--- config.mk ---
export PLATFORM = sky130hd
export DESIGN_NAME = ssir_regs
export DESIGN_NICKNAME = d
export VERILOG_FILES = /design/src/verilog/ssir_pkg.sv /design/src/verilog/ssir_tmo_if.sv /design/src/verilog/ssir_regs.sv /design/src/verilog/ssir_sel_timer.sv
export VERILOG_INCLUDE_DIRS = /design/src /design/src/verilog
export SDC_FILE = /design/constraint.sdc
export NUM_CORES = 1
export LEC_CHECK = 0
export BUFFER_PORTS_ARGS = -buffer_cell sky130_fd_sc_hd__clkbuf_2
export CAP_MARGIN = 10
export CORE_UTILIZATION = 40
export DETAILED_ROUTE_END_ITERATION = 16
export GPL_ROUTABILITY_DRIVEN = 1
export GPL_TIMING_DRIVEN = 0
export HOLD_SLACK_MARGIN = 0.12
export MAX_ROUTING_LAYER = met4
export PLACE_DENSITY = 0.57
export SETUP_SLACK_MARGIN = 0.4
export SYNTH_ARGS = -nofsm -noshare
export SYNTH_HDL_FRONTEND = slang
export SYNTH_SLANG_ARGS = --single-unit
export TNS_END_PERCENT = 5
--- constraint.sdc ---
create_clock -name clock -period 5.1 [get_ports clock]
set_input_delay 0.255 -clock clock [delete_from_list [all_inputs] [get_ports clock]]
set_output_delay 0.255 -clock clock [all_outputs]
set_load 0.05 [all_outputs]
--- src/verilog/ssir_cfg.svh ---
/*
 Offsets, field positions, reset values and timing counts for the SCSI
 status and interrupt register group. Assumes inclusion by bare name.
*/
`ifndef SSIR_CFG_SVH
`define SSIR_CFG_SVH
`define SSIR_ADDR_W           4
`define SSIR_OFS_TARGET_ID    4'h4
`define SSIR_OFS_CAUSE        4'h5
`define SSIR_OFS_STATUS       4'h4
`define SSIR_OFS_TIMEOUT      4'h5
`define SSIR_OFS_SEQ_STATE    4'h6
`define SSIR_OFS_CONTROL_ONE  4'h8
`define SSIR_OFS_CONTROL_TWO  4'hB
`define SSIR_ST_INT           7
`define SSIR_ST_IOE           6
`define SSIR_ST_PE            5
`define SSIR_ST_CTZ           4
`define SSIR_ST_GCV           3
`define SSIR_IC_RST           7
`define SSIR_IC_BADCMD        6
`define SSIR_IC_DISC          5
`define SSIR_IC_SREQ          4
`define SSIR_IC_SO            3
`define SSIR_IC_RESELECTED_FLAG         2
`define SSIR_IC_SELECTED_ATTN_FLAG          1
`define SSIR_IC_SEL           0
`define SSIR_C1_RST_REPORT    6
`define SSIR_C2_FEATURES      6
`define SSIR_C2_SCSI2         3
`define SSIR_TIMEOUT_UNIT     8192
`define SSIR_RESET_BYTE       8'h00
`endif

--- src/verilog/ssir_pkg.sv ---
/*
 Types for the SCSI status and interrupt register group.
 Assumes ssir_cfg.svh is compiled alongside.
*/
package ssir_pkg;
	typedef enum logic [1:0] {
		SSIR_ROLE_IDLE,
		SSIR_ROLE_INITIATOR,
		SSIR_ROLE_TARGET,
		SSIR_ROLE_SPARE
	} ssir_role_type;

	typedef enum logic [2:0] {
		SSIR_PH_DATA_OUT,
		SSIR_PH_DATA_IN,
		SSIR_PH_COMMAND,
		SSIR_PH_STATUS,
		SSIR_PH_RES4,
		SSIR_PH_RES5,
		SSIR_PH_MSG_OUT,
		SSIR_PH_MSG_IN
	} ssir_phase_type;

	typedef enum logic [1:0] {
		SSIR_CDB_SIX,
		SSIR_CDB_TEN,
		SSIR_CDB_VU_SIX,
		SSIR_CDB_VU_TEN
	} ssir_cdb_len_type;
endpackage

--- src/verilog/ssir_tmo_if.sv ---
/*
 Carrier between the register group and its selection timer.
 Assumes one clock shared by both ends.
*/
interface ssir_tmo_if;
	logic [7:0] timeout_value;
	logic [2:0] clock_conversion_factor;
	logic       start;
	logic       stop;
	logic       expired;
	logic       running;
	modport regs  (output timeout_value, output clock_conversion_factor, output start, output stop,
		input expired, input running);
	modport timer (input timeout_value, input clock_conversion_factor, input start, input stop,
		output expired, output running);
endinterface

--- src/verilog/ssir_regs.sv ---
/*
 Status, interrupt cause, target ID and selection timeout registers of a
 SCSI protocol controller. Assumes the sequence engines, FIFO and transfer
 counter outside deliver one-cycle event pulses on this clock, and that the
 host port is synchronous to it.
*/
// Strobed register access was left to the implementer.
`include "ssir_cfg.svh"

module ssir_regs (
	input  wire logic       clock,
	input  wire logic       sys_rst,
	input  wire logic       soft_rst,
	input  wire logic [3:0] addr,
	input  wire logic [7:0] wr_data,
	input  wire logic       wr_stb,
	input  wire logic       rd_stb,
	output logic      [7:0] rd_data,
	output logic            int_out,
	input  wire logic [2:0] bus_phase_pin,
	input  wire logic       bus_reset_pin,
	input  wire logic       atn_pin,
	input  wire logic       dma_dir_clash,
	input  wire logic       fifo_overflow,
	input  wire logic       sync_phase_change,
	input  wire logic       cmd_overwrite,
	input  wire logic       parity_error,
	input  wire logic       count_reached_zero,
	input  wire logic       count_load_nonzero,
	input  wire logic       nop_issued,
	input  wire logic       nop_dma,
	input  wire logic       cdb_group_seen,
	input  wire logic [2:0] cdb_group,
	output ssir_pkg::ssir_cdb_len_type cdb_length,
	input  wire logic       cmd_done,
	input  wire logic       cmd_undefined,
	input  wire logic       cmd_wrong_role,
	input  wire logic       target_term_disc,
	input  wire logic       init_target_disc,
	input  wire logic       init_steps_cmd,
	input  wire logic       init_select_ok,
	input  wire logic       init_cmd_ok,
	input  wire logic       init_xfer_msgin,
	input  wire logic       target_cmd_done,
	input  wire logic       reselected_end,
	input  wire logic       selected_end,
	input  wire logic       sel_start,
	input  wire logic       sel_answered,
	input  wire logic [2:0] seq_state_in,
	input  wire logic       seq_state_load,
	input  wire logic [2:0] clock_conversion_factor,
	output ssir_pkg::ssir_role_type role,
	output logic      [2:0] target_id,
	output logic            sel_timer_running
);
	// -------------------------------------------------------------
	// Pin synchronisers
	// -------------------------------------------------------------
	logic [4:0] pin_s1_q;
	logic [4:0] pin_s2_q;
	logic       rst_pin_d1_q;
	logic       atn_d1_q;
	logic [2:0] live_phase;
	logic       bus_rst_rise;
	logic       atn_rise;

	always_ff @(posedge clock or posedge sys_rst) begin
		if (sys_rst) begin
			pin_s1_q     <= 5'h00;
			pin_s2_q     <= 5'h00;
			rst_pin_d1_q <= 1'b0;
			atn_d1_q     <= 1'b0;
		end else begin
			pin_s1_q     <= {atn_pin, bus_reset_pin, bus_phase_pin};
			pin_s2_q     <= pin_s1_q;
			rst_pin_d1_q <= pin_s2_q[3];
			atn_d1_q     <= pin_s2_q[4];
		end
	end

	assign live_phase   = pin_s2_q[2:0];
	assign bus_rst_rise = pin_s2_q[3] & ~rst_pin_d1_q;
	assign atn_rise     = pin_s2_q[4] & ~atn_d1_q;

	// -------------------------------------------------------------
	// Address decode
	// -------------------------------------------------------------
	logic rd_status;
	logic rd_cause;
	logic rd_seq;
	logic rd_c1;
	logic rd_c2;
	logic wr_tid;
	logic wr_tmo;
	logic wr_c1;
	logic wr_c2;
	logic clr_all;

	// Same offset splits by direction
	assign rd_status = rd_stb & (addr == `SSIR_OFS_STATUS);
	assign rd_cause  = rd_stb & (addr == `SSIR_OFS_CAUSE);
	assign rd_seq    = rd_stb & (addr == `SSIR_OFS_SEQ_STATE);
	assign rd_c1     = rd_stb & (addr == `SSIR_OFS_CONTROL_ONE);
	assign rd_c2     = rd_stb & (addr == `SSIR_OFS_CONTROL_TWO);
	assign wr_tid    = wr_stb & (addr == `SSIR_OFS_TARGET_ID);
	assign wr_tmo    = wr_stb & (addr == `SSIR_OFS_TIMEOUT);
	assign wr_c1     = wr_stb & (addr == `SSIR_OFS_CONTROL_ONE);
	assign wr_c2     = wr_stb & (addr == `SSIR_OFS_CONTROL_TWO);
	assign clr_all   = rd_cause | soft_rst;

	// -------------------------------------------------------------
	// Control and write-only registers
	// -------------------------------------------------------------
	logic [7:0] control_one_q;
	logic [7:0] control_two_q;
	logic [7:0] timeout_value_q;
	logic [2:0] target_id_q;
	logic       bus_reset_report_ctl;
	logic       features_enable;
	logic       scsi2_feature_enable;

	always_ff @(posedge clock or posedge sys_rst) begin
		if (sys_rst) begin
			control_one_q   <= `SSIR_RESET_BYTE;
			control_two_q   <= `SSIR_RESET_BYTE;
			timeout_value_q <= `SSIR_RESET_BYTE;
		end else begin
			if (wr_c1)
				control_one_q <= wr_data;
			if (wr_c2)
				control_two_q <= wr_data;
			if (wr_tmo)
				timeout_value_q <= wr_data;
		end
	end

	// No reset: value survives hard and soft reset
	always_ff @(posedge clock) begin
		if (wr_tid)
			target_id_q <= wr_data[2:0];
	end

	assign bus_reset_report_ctl = control_one_q[`SSIR_C1_RST_REPORT];
	assign features_enable      = control_two_q[`SSIR_C2_FEATURES];
	assign scsi2_feature_enable = control_two_q[`SSIR_C2_SCSI2];
	assign target_id            = target_id_q;

	// -------------------------------------------------------------
	// Role tracking
	// -------------------------------------------------------------
	ssir_pkg::ssir_role_type role_q;
	ssir_pkg::ssir_role_type role_d;

	always_comb begin
		role_d = role_q;
		case (role_q)
			ssir_pkg::SSIR_ROLE_IDLE: begin
				if (selected_end)
					role_d = ssir_pkg::SSIR_ROLE_TARGET;
				else if (reselected_end | init_select_ok)
					role_d = ssir_pkg::SSIR_ROLE_INITIATOR;
			end
			ssir_pkg::SSIR_ROLE_INITIATOR: begin
				if (init_target_disc)
					role_d = ssir_pkg::SSIR_ROLE_IDLE;
			end
			ssir_pkg::SSIR_ROLE_TARGET: begin
				if (target_term_disc)
					role_d = ssir_pkg::SSIR_ROLE_IDLE;
			end
			default: role_d = ssir_pkg::SSIR_ROLE_IDLE;
		endcase
	end

	always_ff @(posedge clock or posedge sys_rst) begin
		if (sys_rst)
			role_q <= ssir_pkg::SSIR_ROLE_IDLE;
		else if (soft_rst)
			role_q <= ssir_pkg::SSIR_ROLE_IDLE;
		else
			role_q <= role_d;
	end

	assign role = role_q;

	logic is_idle;
	logic is_init;
	logic is_targ;
	assign is_idle = (role_q == ssir_pkg::SSIR_ROLE_IDLE);
	assign is_init = (role_q == ssir_pkg::SSIR_ROLE_INITIATOR);
	assign is_targ = (role_q == ssir_pkg::SSIR_ROLE_TARGET);

	// -------------------------------------------------------------
	// Selection timer
	// -------------------------------------------------------------
	ssir_tmo_if tmo ();
	assign tmo.timeout_value           = timeout_value_q;
	assign tmo.clock_conversion_factor = clock_conversion_factor;
	assign tmo.start                   = sel_start;
	assign tmo.stop                    = sel_answered;
	assign sel_timer_running           = tmo.running;

	ssir_sel_timer ssir_sel_timer_i (
		.clock   (clock),
		.sys_rst (sys_rst),
		.tmo     (tmo)
	);

	// -------------------------------------------------------------
	// Interrupt cause events
	// -------------------------------------------------------------
	logic [7:0] cause_set;
	assign cause_set[`SSIR_IC_RST]    = bus_rst_rise & bus_reset_report_ctl;
	assign cause_set[`SSIR_IC_BADCMD] = cmd_undefined | cmd_wrong_role;
	assign cause_set[`SSIR_IC_DISC]   = (is_targ & target_term_disc) | (is_init & init_target_disc)
		| (is_idle & tmo.expired);
	assign cause_set[`SSIR_IC_SREQ]   = (is_targ & atn_rise) | (is_init & init_steps_cmd);
	assign cause_set[`SSIR_IC_SO]     = (is_targ & target_cmd_done)
		| (is_init & (init_select_ok | init_cmd_ok | init_xfer_msgin));
	assign cause_set[`SSIR_IC_RESELECTED_FLAG]  = reselected_end;
	assign cause_set[`SSIR_IC_SELECTED_ATTN_FLAG]   = selected_end & pin_s2_q[4];
	assign cause_set[`SSIR_IC_SEL]    = selected_end & ~pin_s2_q[4];

	// -------------------------------------------------------------
	// Sticky flags; a set in the clearing cycle wins
	// -------------------------------------------------------------
	logic [7:0] cause_q;
	logic       int_q;
	logic       illegal_op_flag_q;
	logic       parity_error_flag_q;
	logic       count_zero_flag_q;
	logic       group_code_valid_flag_q;
	logic [2:0] seq_state_q;
	logic [2:0] phase_latch_q;
	logic       phase_held_q;
	logic       illegal_set;
	logic       parity_set;
	logic       count_clr;
	logic       gcv_set;
	logic       parity_enabled;

	assign illegal_set    = dma_dir_clash | fifo_overflow | (is_init & sync_phase_change) | cmd_overwrite;
	// Checking options live in control one 5:4 and control two 2:0
	assign parity_enabled = (|control_one_q[5:4]) | (|control_two_q[2:0]);
	assign parity_set     = parity_error & parity_enabled;
	assign count_clr      = count_load_nonzero | (nop_issued & nop_dma);
	assign gcv_set        = cdb_group_seen & ((cdb_group == 3'h0) | (cdb_group == 3'h1) | (cdb_group == 3'h5)
		| ((cdb_group == 3'h2) & scsi2_feature_enable));

	always_ff @(posedge clock or posedge sys_rst) begin
		if (sys_rst) begin
			cause_q                 <= `SSIR_RESET_BYTE;
			int_q                   <= 1'b0;
			illegal_op_flag_q       <= 1'b0;
			parity_error_flag_q     <= 1'b0;
			count_zero_flag_q       <= 1'b0;
			group_code_valid_flag_q <= 1'b0;
			seq_state_q             <= 3'h0;
			phase_latch_q           <= 3'h0;
			phase_held_q            <= 1'b0;
		end else begin
			cause_q           <= (clr_all ? `SSIR_RESET_BYTE : cause_q) | cause_set;
			int_q             <= (int_q & ~clr_all) | (|cause_set);
			illegal_op_flag_q <= (illegal_op_flag_q & ~clr_all) | illegal_set;
			parity_error_flag_q <= (parity_error_flag_q & ~clr_all) | parity_set;
			group_code_valid_flag_q <= (group_code_valid_flag_q & ~clr_all) | gcv_set;
			// Cause read leaves count-zero alone
			if (count_reached_zero)
				count_zero_flag_q <= 1'b1;
			else if (count_clr | soft_rst)
				count_zero_flag_q <= 1'b0;
			if (seq_state_load)
				seq_state_q <= seq_state_in;
			else if (clr_all)
				seq_state_q <= 3'h0;
			if (cmd_done & features_enable) begin
				phase_latch_q <= live_phase;
				phase_held_q  <= 1'b1;
			end else if (clr_all) begin
				phase_held_q  <= 1'b0;
			end
		end
	end

	always_comb begin
		case (cdb_group)
			3'h1, 3'h2: cdb_length = scsi2_feature_enable || (cdb_group == 3'h1) ?
				ssir_pkg::SSIR_CDB_TEN : ssir_pkg::SSIR_CDB_SIX;
			3'h5:       cdb_length = ssir_pkg::SSIR_CDB_TEN;
			3'h6:       cdb_length = ssir_pkg::SSIR_CDB_VU_SIX;
			3'h7:       cdb_length = ssir_pkg::SSIR_CDB_VU_TEN;
			default:    cdb_length = ssir_pkg::SSIR_CDB_SIX;
		endcase
	end

	// -------------------------------------------------------------
	// Read data
	// -------------------------------------------------------------
	logic [2:0] shown_phase;
	logic [7:0] status_word;
	logic [7:0] rd_next;
	logic [7:0] rd_data_q;

	assign shown_phase = (features_enable & phase_held_q) ? phase_latch_q : live_phase;
	assign status_word = {int_q, illegal_op_flag_q, parity_error_flag_q, count_zero_flag_q,
		group_code_valid_flag_q, shown_phase};
	assign rd_next = rd_status ? status_word :
		rd_cause ? cause_q :
		rd_seq   ? {5'h00, seq_state_q} :
		rd_c1    ? control_one_q :
		rd_c2    ? control_two_q : `SSIR_RESET_BYTE;

	always_ff @(posedge clock or posedge sys_rst) begin
		if (sys_rst)
			rd_data_q <= `SSIR_RESET_BYTE;
		else
			rd_data_q <= rd_next;
	end

	assign rd_data = rd_data_q;
	assign int_out = int_q;
endmodule

--- src/verilog/ssir_sel_timer.sv ---
/*
 Selection and reselection timeout counter.
 Assumes start and stop are single-cycle pulses from the register group.
*/
`include "ssir_cfg.svh"
module ssir_sel_timer #(
	parameter int UNIT = `SSIR_TIMEOUT_UNIT
) (
	input  wire logic clock,
	input  wire logic sys_rst,
	ssir_tmo_if.timer tmo
);
	// -------------------------------------------------------------
	// Timeout = value * UNIT * factor clock periods
	// -------------------------------------------------------------
	logic [31:0] limit;
	logic [31:0] cnt_q;
	logic        run_q;
	logic        exp_q;
	logic [31:0] unit_w;
	logic [3:0]  factor;

	// Factor 0 behaves as 8, as in the clock conversion field
	assign factor = (tmo.clock_conversion_factor == 3'h0) ? 4'h8 : {1'b0, tmo.clock_conversion_factor};
	assign unit_w = 32'(UNIT);
	assign limit  = 32'({24'h00_0000, tmo.timeout_value} * unit_w * {28'h000_0000, factor});
	assign tmo.expired = exp_q;
	assign tmo.running = run_q;

	always_ff @(posedge clock or posedge sys_rst) begin
		if (sys_rst) begin
			cnt_q <= 32'h0000_0000;
			run_q <= 1'b0;
			exp_q <= 1'b0;
		end else begin
			exp_q <= 1'b0;
			if (tmo.start) begin
				cnt_q <= 32'h0000_0001;
				run_q <= 1'b1;
			end else if (tmo.stop) begin
				run_q <= 1'b0;
			end else if (run_q) begin
				cnt_q <= cnt_q + 32'h0000_0001;
				if (cnt_q >= limit) begin
					run_q <= 1'b0;
					exp_q <= 1'b1;
				end
			end
		end
	end
endmodule

==> results.cfg <==
[run_status]
outcome = complete, no violations

[grt]
grt_overflow = 0
antenna_found_initial = 0
grt_pass1_vias = 4310
grt_pass1_wl_um = 21110
grt_usage_pct = 19.02
grt_max_degree = 70

[critical_path]
cpPeakStageDelay_ns = 0.55
worstPathBufferInverterCount = 2
cp_max_fo = 5
critPathLaunchType = register
required_ns = 5.33
worst_ep_arrival_time_ns = 4.60
cp_slowest_cell = fa_1
path_cells = and2_1 -> fa_1 -> inv_1 -> fa_1 -> inv_1 -> ha_1 -> and2_1 -> a221oi_1 -> nand2b_1 -> a2111oi_0 -> a2111oi_1 -> ha_1 -> a21oi_1 -> a31oi_1 -> a22o_1
crit_type = reg2reg
critical_path.top_delay_family = adder cells
crit_path_end_kind = register

[yosys]
synth_edf_count = 3
synth_top_cell_by_area = dfrtp_1
ys_ff_latch = 103
syn_area_per_cell_um2 = 10.28
synth-seq-area-share_pct = 45.38
async_flop_share_pct = 97.09
syn_area_um2 = 5713
synth_common_cells = 100 x dfrtp_1, 59 x nand2_1, 41 x nor2_1
synthCells = 556
yosysMostFrequentCell = dfrtp_1
yosys_warnings = 0
synth.distinct_cells = 58
synth_fp_nets = 654
yosysTopAreaCellShare_pct = 43.80
synthTopCellsByArea = dfrtp_1 44%, ha_1 6.6%, mux2_2 5.5%, fa_1 4.2%, nand2_1 3.9%
synth_ff_type = dfrtp_1

[clocking]
cts_buffers = 9
clock_sinks = 103
post-cts-setup-buffers = 0
clkTransAtPathRegs_ns = 0.07
tritoncts = built
cts_max_path_buffers = 2
clk_latency_ns = 0.35
h-tree-depth = 3
clockRootBuffer = clkbuf_16

[sta]
slew_headroom_pct = 53.88
drv_slew = 0
period_needed_ns = 4.369
hold_violations = 0
finalCritPeriodShare_pct = 85.67
rsz0062_at_grt = no
setup_violations = 0
fin_ws_ns = 0.7308
worst_pin_slew_ns = 0.6886
setup_tns_ns = 0
finalClockSkew_ns = 0.007652
max_freq_ghz = 0.2289

[pwr]
powerDensity_nw_per_um2 = 314.3
vdd_drop_max_mv = 0.2186
leakage_nw = 3.183
seq_power_share_pct = 45.3
switching_share_pct = 30.97
p_switching_w = 0.0006590
power_w = 0.002128
power_frac_comb_pct = 24.3
p_int_w = 0.001469
power_frac_clock_pct = 30.4

[placed_design]
numPortBuffers = 70
place.detailed.hpwl_um = 9715
dp_slack_ns = 0.1103
place.gp.congestion = 0.9186

[die]
std_cell_rows = 43
die_h_um = 121.5
ios = 73
die-area_um2 = 14760
core-area_um2 = 13880
start_util_pct = 41.16
die_w_um = 121.5

[routing]
route.detailed.drc = 0
vias = 4375
first_iter_violations = 199
routedWlPerCell_um = 15.13
ant_nets = 0
via_per_inst = 5.208
firstDrtPassIters = 4
drt_wl_total_um = 12710

[job]
drv_cap = 0

[worst_hold_path]
hold_class = in2reg

[layout]
drive_above_1_share_pct = 19.39
nets = 753
synthToLayoutAreaGrowth_pct = 18.51
antenna_cells = 0
## flip-flops by register name, indices dropped and copies added (netlist names)
name / cells
atn_d1_q: 1
cause_q: 8
control_one_q: 8
control_two_q: 8
count_zero_flag_q: 1
group_code_valid_flag_q: 1
illegal_op_flag_q: 1
int_out: 1
parity_error_flag_q: 1
phase_held_q: 1
phase_latch_q: 3
pin_s1_q: 5
pin_s2_q: 5
rd_data: 8
role: 2
rst_pin_d1_q: 1
seq_state_q: 3
ssir_sel_timer_i.cnt_q: 32
ssir_sel_timer_i.tmo.expired: 1
ssir_sel_timer_i.tmo.running: 1
target_id: 3
timeout_value_q: 8
## power by group through the flow
stage               Combinational (W)  Sequential, W  Clock, W
global placement             0.000490       0.000977         0
floorplan                    0.000360       0.000975         0
global route                 0.000590       0.000974  0.000698
CTS                          0.000523       0.000964  0.000670
finish                       0.000517       0.000963  0.000647
detailed placement           0.000509       0.000979         0
## timing repair
item                                    CTS  global route
hold endpoints to repair                 44             1
endpoints found under the setup margin    0             2
hold buffers                             16             1
resized for setup                         0             4
## cell type report
| cell class | instances | area [um^2] |
|---|---|---|
| fill | 1290 | 7111 |
| multi-input combinational | 406 | 2947 |
| sequential | 103 | 2592 |
| timing repair buffer | 88 | 548.0 |
| clock buffer | 10 | 229.0 |
| tap | 180 | 225.2 |
| inverter | 37 | 141.4 |
| clock inverter | 6 | 45.04 |
| buffer | 10 | 42.54 |
## worst paths after layout
path | from | end | slack [ns] | depth (start not counted)
setup / recovery | timeout_value_q[2] | ssir_sel_timer_i.tmo.expired | 0.73 | 15
hold / removal | wr_data[0] | target_id[0] | 0.14 | 1
setup reg to reg | timeout_value_q[2] | ssir_sel_timer_i.tmo.expired | 0.73 | 15
hold reg to reg | pin_s1_q[2] | pin_s2_q[2] | 0.35 | 0
max in group asynchronous | sys_rst | control_one_q[3] | 3.98 | 4
min in group asynchronous | sys_rst | pin_s1_q[0] | 0.45 | 3
## metal layers
metal  wire, um  track usage [%]  vias up
li1           -                -     2154
met1       6135            25.45     2129
met2       5897            28.27       71
met3        393            4.135       21
met4        284            6.944        0
met5          0                -        -
## worst register-to-register path: stages, from the launching register on
cell	delay [ns]
dfrtp_1	0.42
and2_1	0.17
fa_1	0.55
inv_1	0.06
fa_1	0.54
inv_1	0.04
ha_1	0.33
and2_1	0.18
a221oi_1	0.30
nand2b_1	0.20
a2111oi_0	0.11
a2111oi_1	0.43
ha_1	0.33
a21oi_1	0.16
a31oi_1	0.14
a22o_1	0.29
## metrics by stage
step                instances  utilization [%]  hold WS, ns  instance area [um^2]
floorplan                 556                -       0.2864                  5713
global placement          806            45.30       0.3317                  6289
detailed placement        807            45.52       0.2844                  6319
CTS                       839            48.65       0.1222                  6753
global route              840            48.77       0.1372                  6770
finish                    840            48.77       0.1362                  6770
## cells in the final DEF (no fill, tap or decap), types with 6 or more instances in the layout
master / Yosys / final
dlygate4sd3_1: 0 / 17
ha_1: 30 / 30
xnor2_1: 11 / 11
clkbuf_16: 0 / 9
a21oi_1: 19 / 19
nand3_1: 19 / 19
and3_1: 6 / 6
clkbuf_1: 9 / 9
fa_1: 12 / 12
nand4_1: 15 / 15
nor3_1: 7 / 6
clkbuf_2: 0 / 71
nor2b_1: 8 / 8
dfrtp_1: 100 / 100
nor2_1: 41 / 41
and2_1: 28 / 28
mux2_2: 28 / 28
a31oi_1: 6 / 6
xor2_1: 19 / 19
nand2_1: 59 / 59
o21ai_0: 23 / 23
inv_1: 37 / 36
## logic make-up after synthesis
| group | Yosys count | synth area share (%) |
|---|---|---|
| buffers and inverters | 47 | 3.154 |
| muxes | 31 | 6.045 |
| and+or+nand+nor | 217 | 20.19 |
| DFF | 103 | 45.38 |
| AOI/OAI and AO/OA | 86 | 9.856 |
| xor gates and xnor gates | 30 | 4.599 |
| adders and majority gates | 42 | 10.78 |
Power figures use the tool's default switching activity.
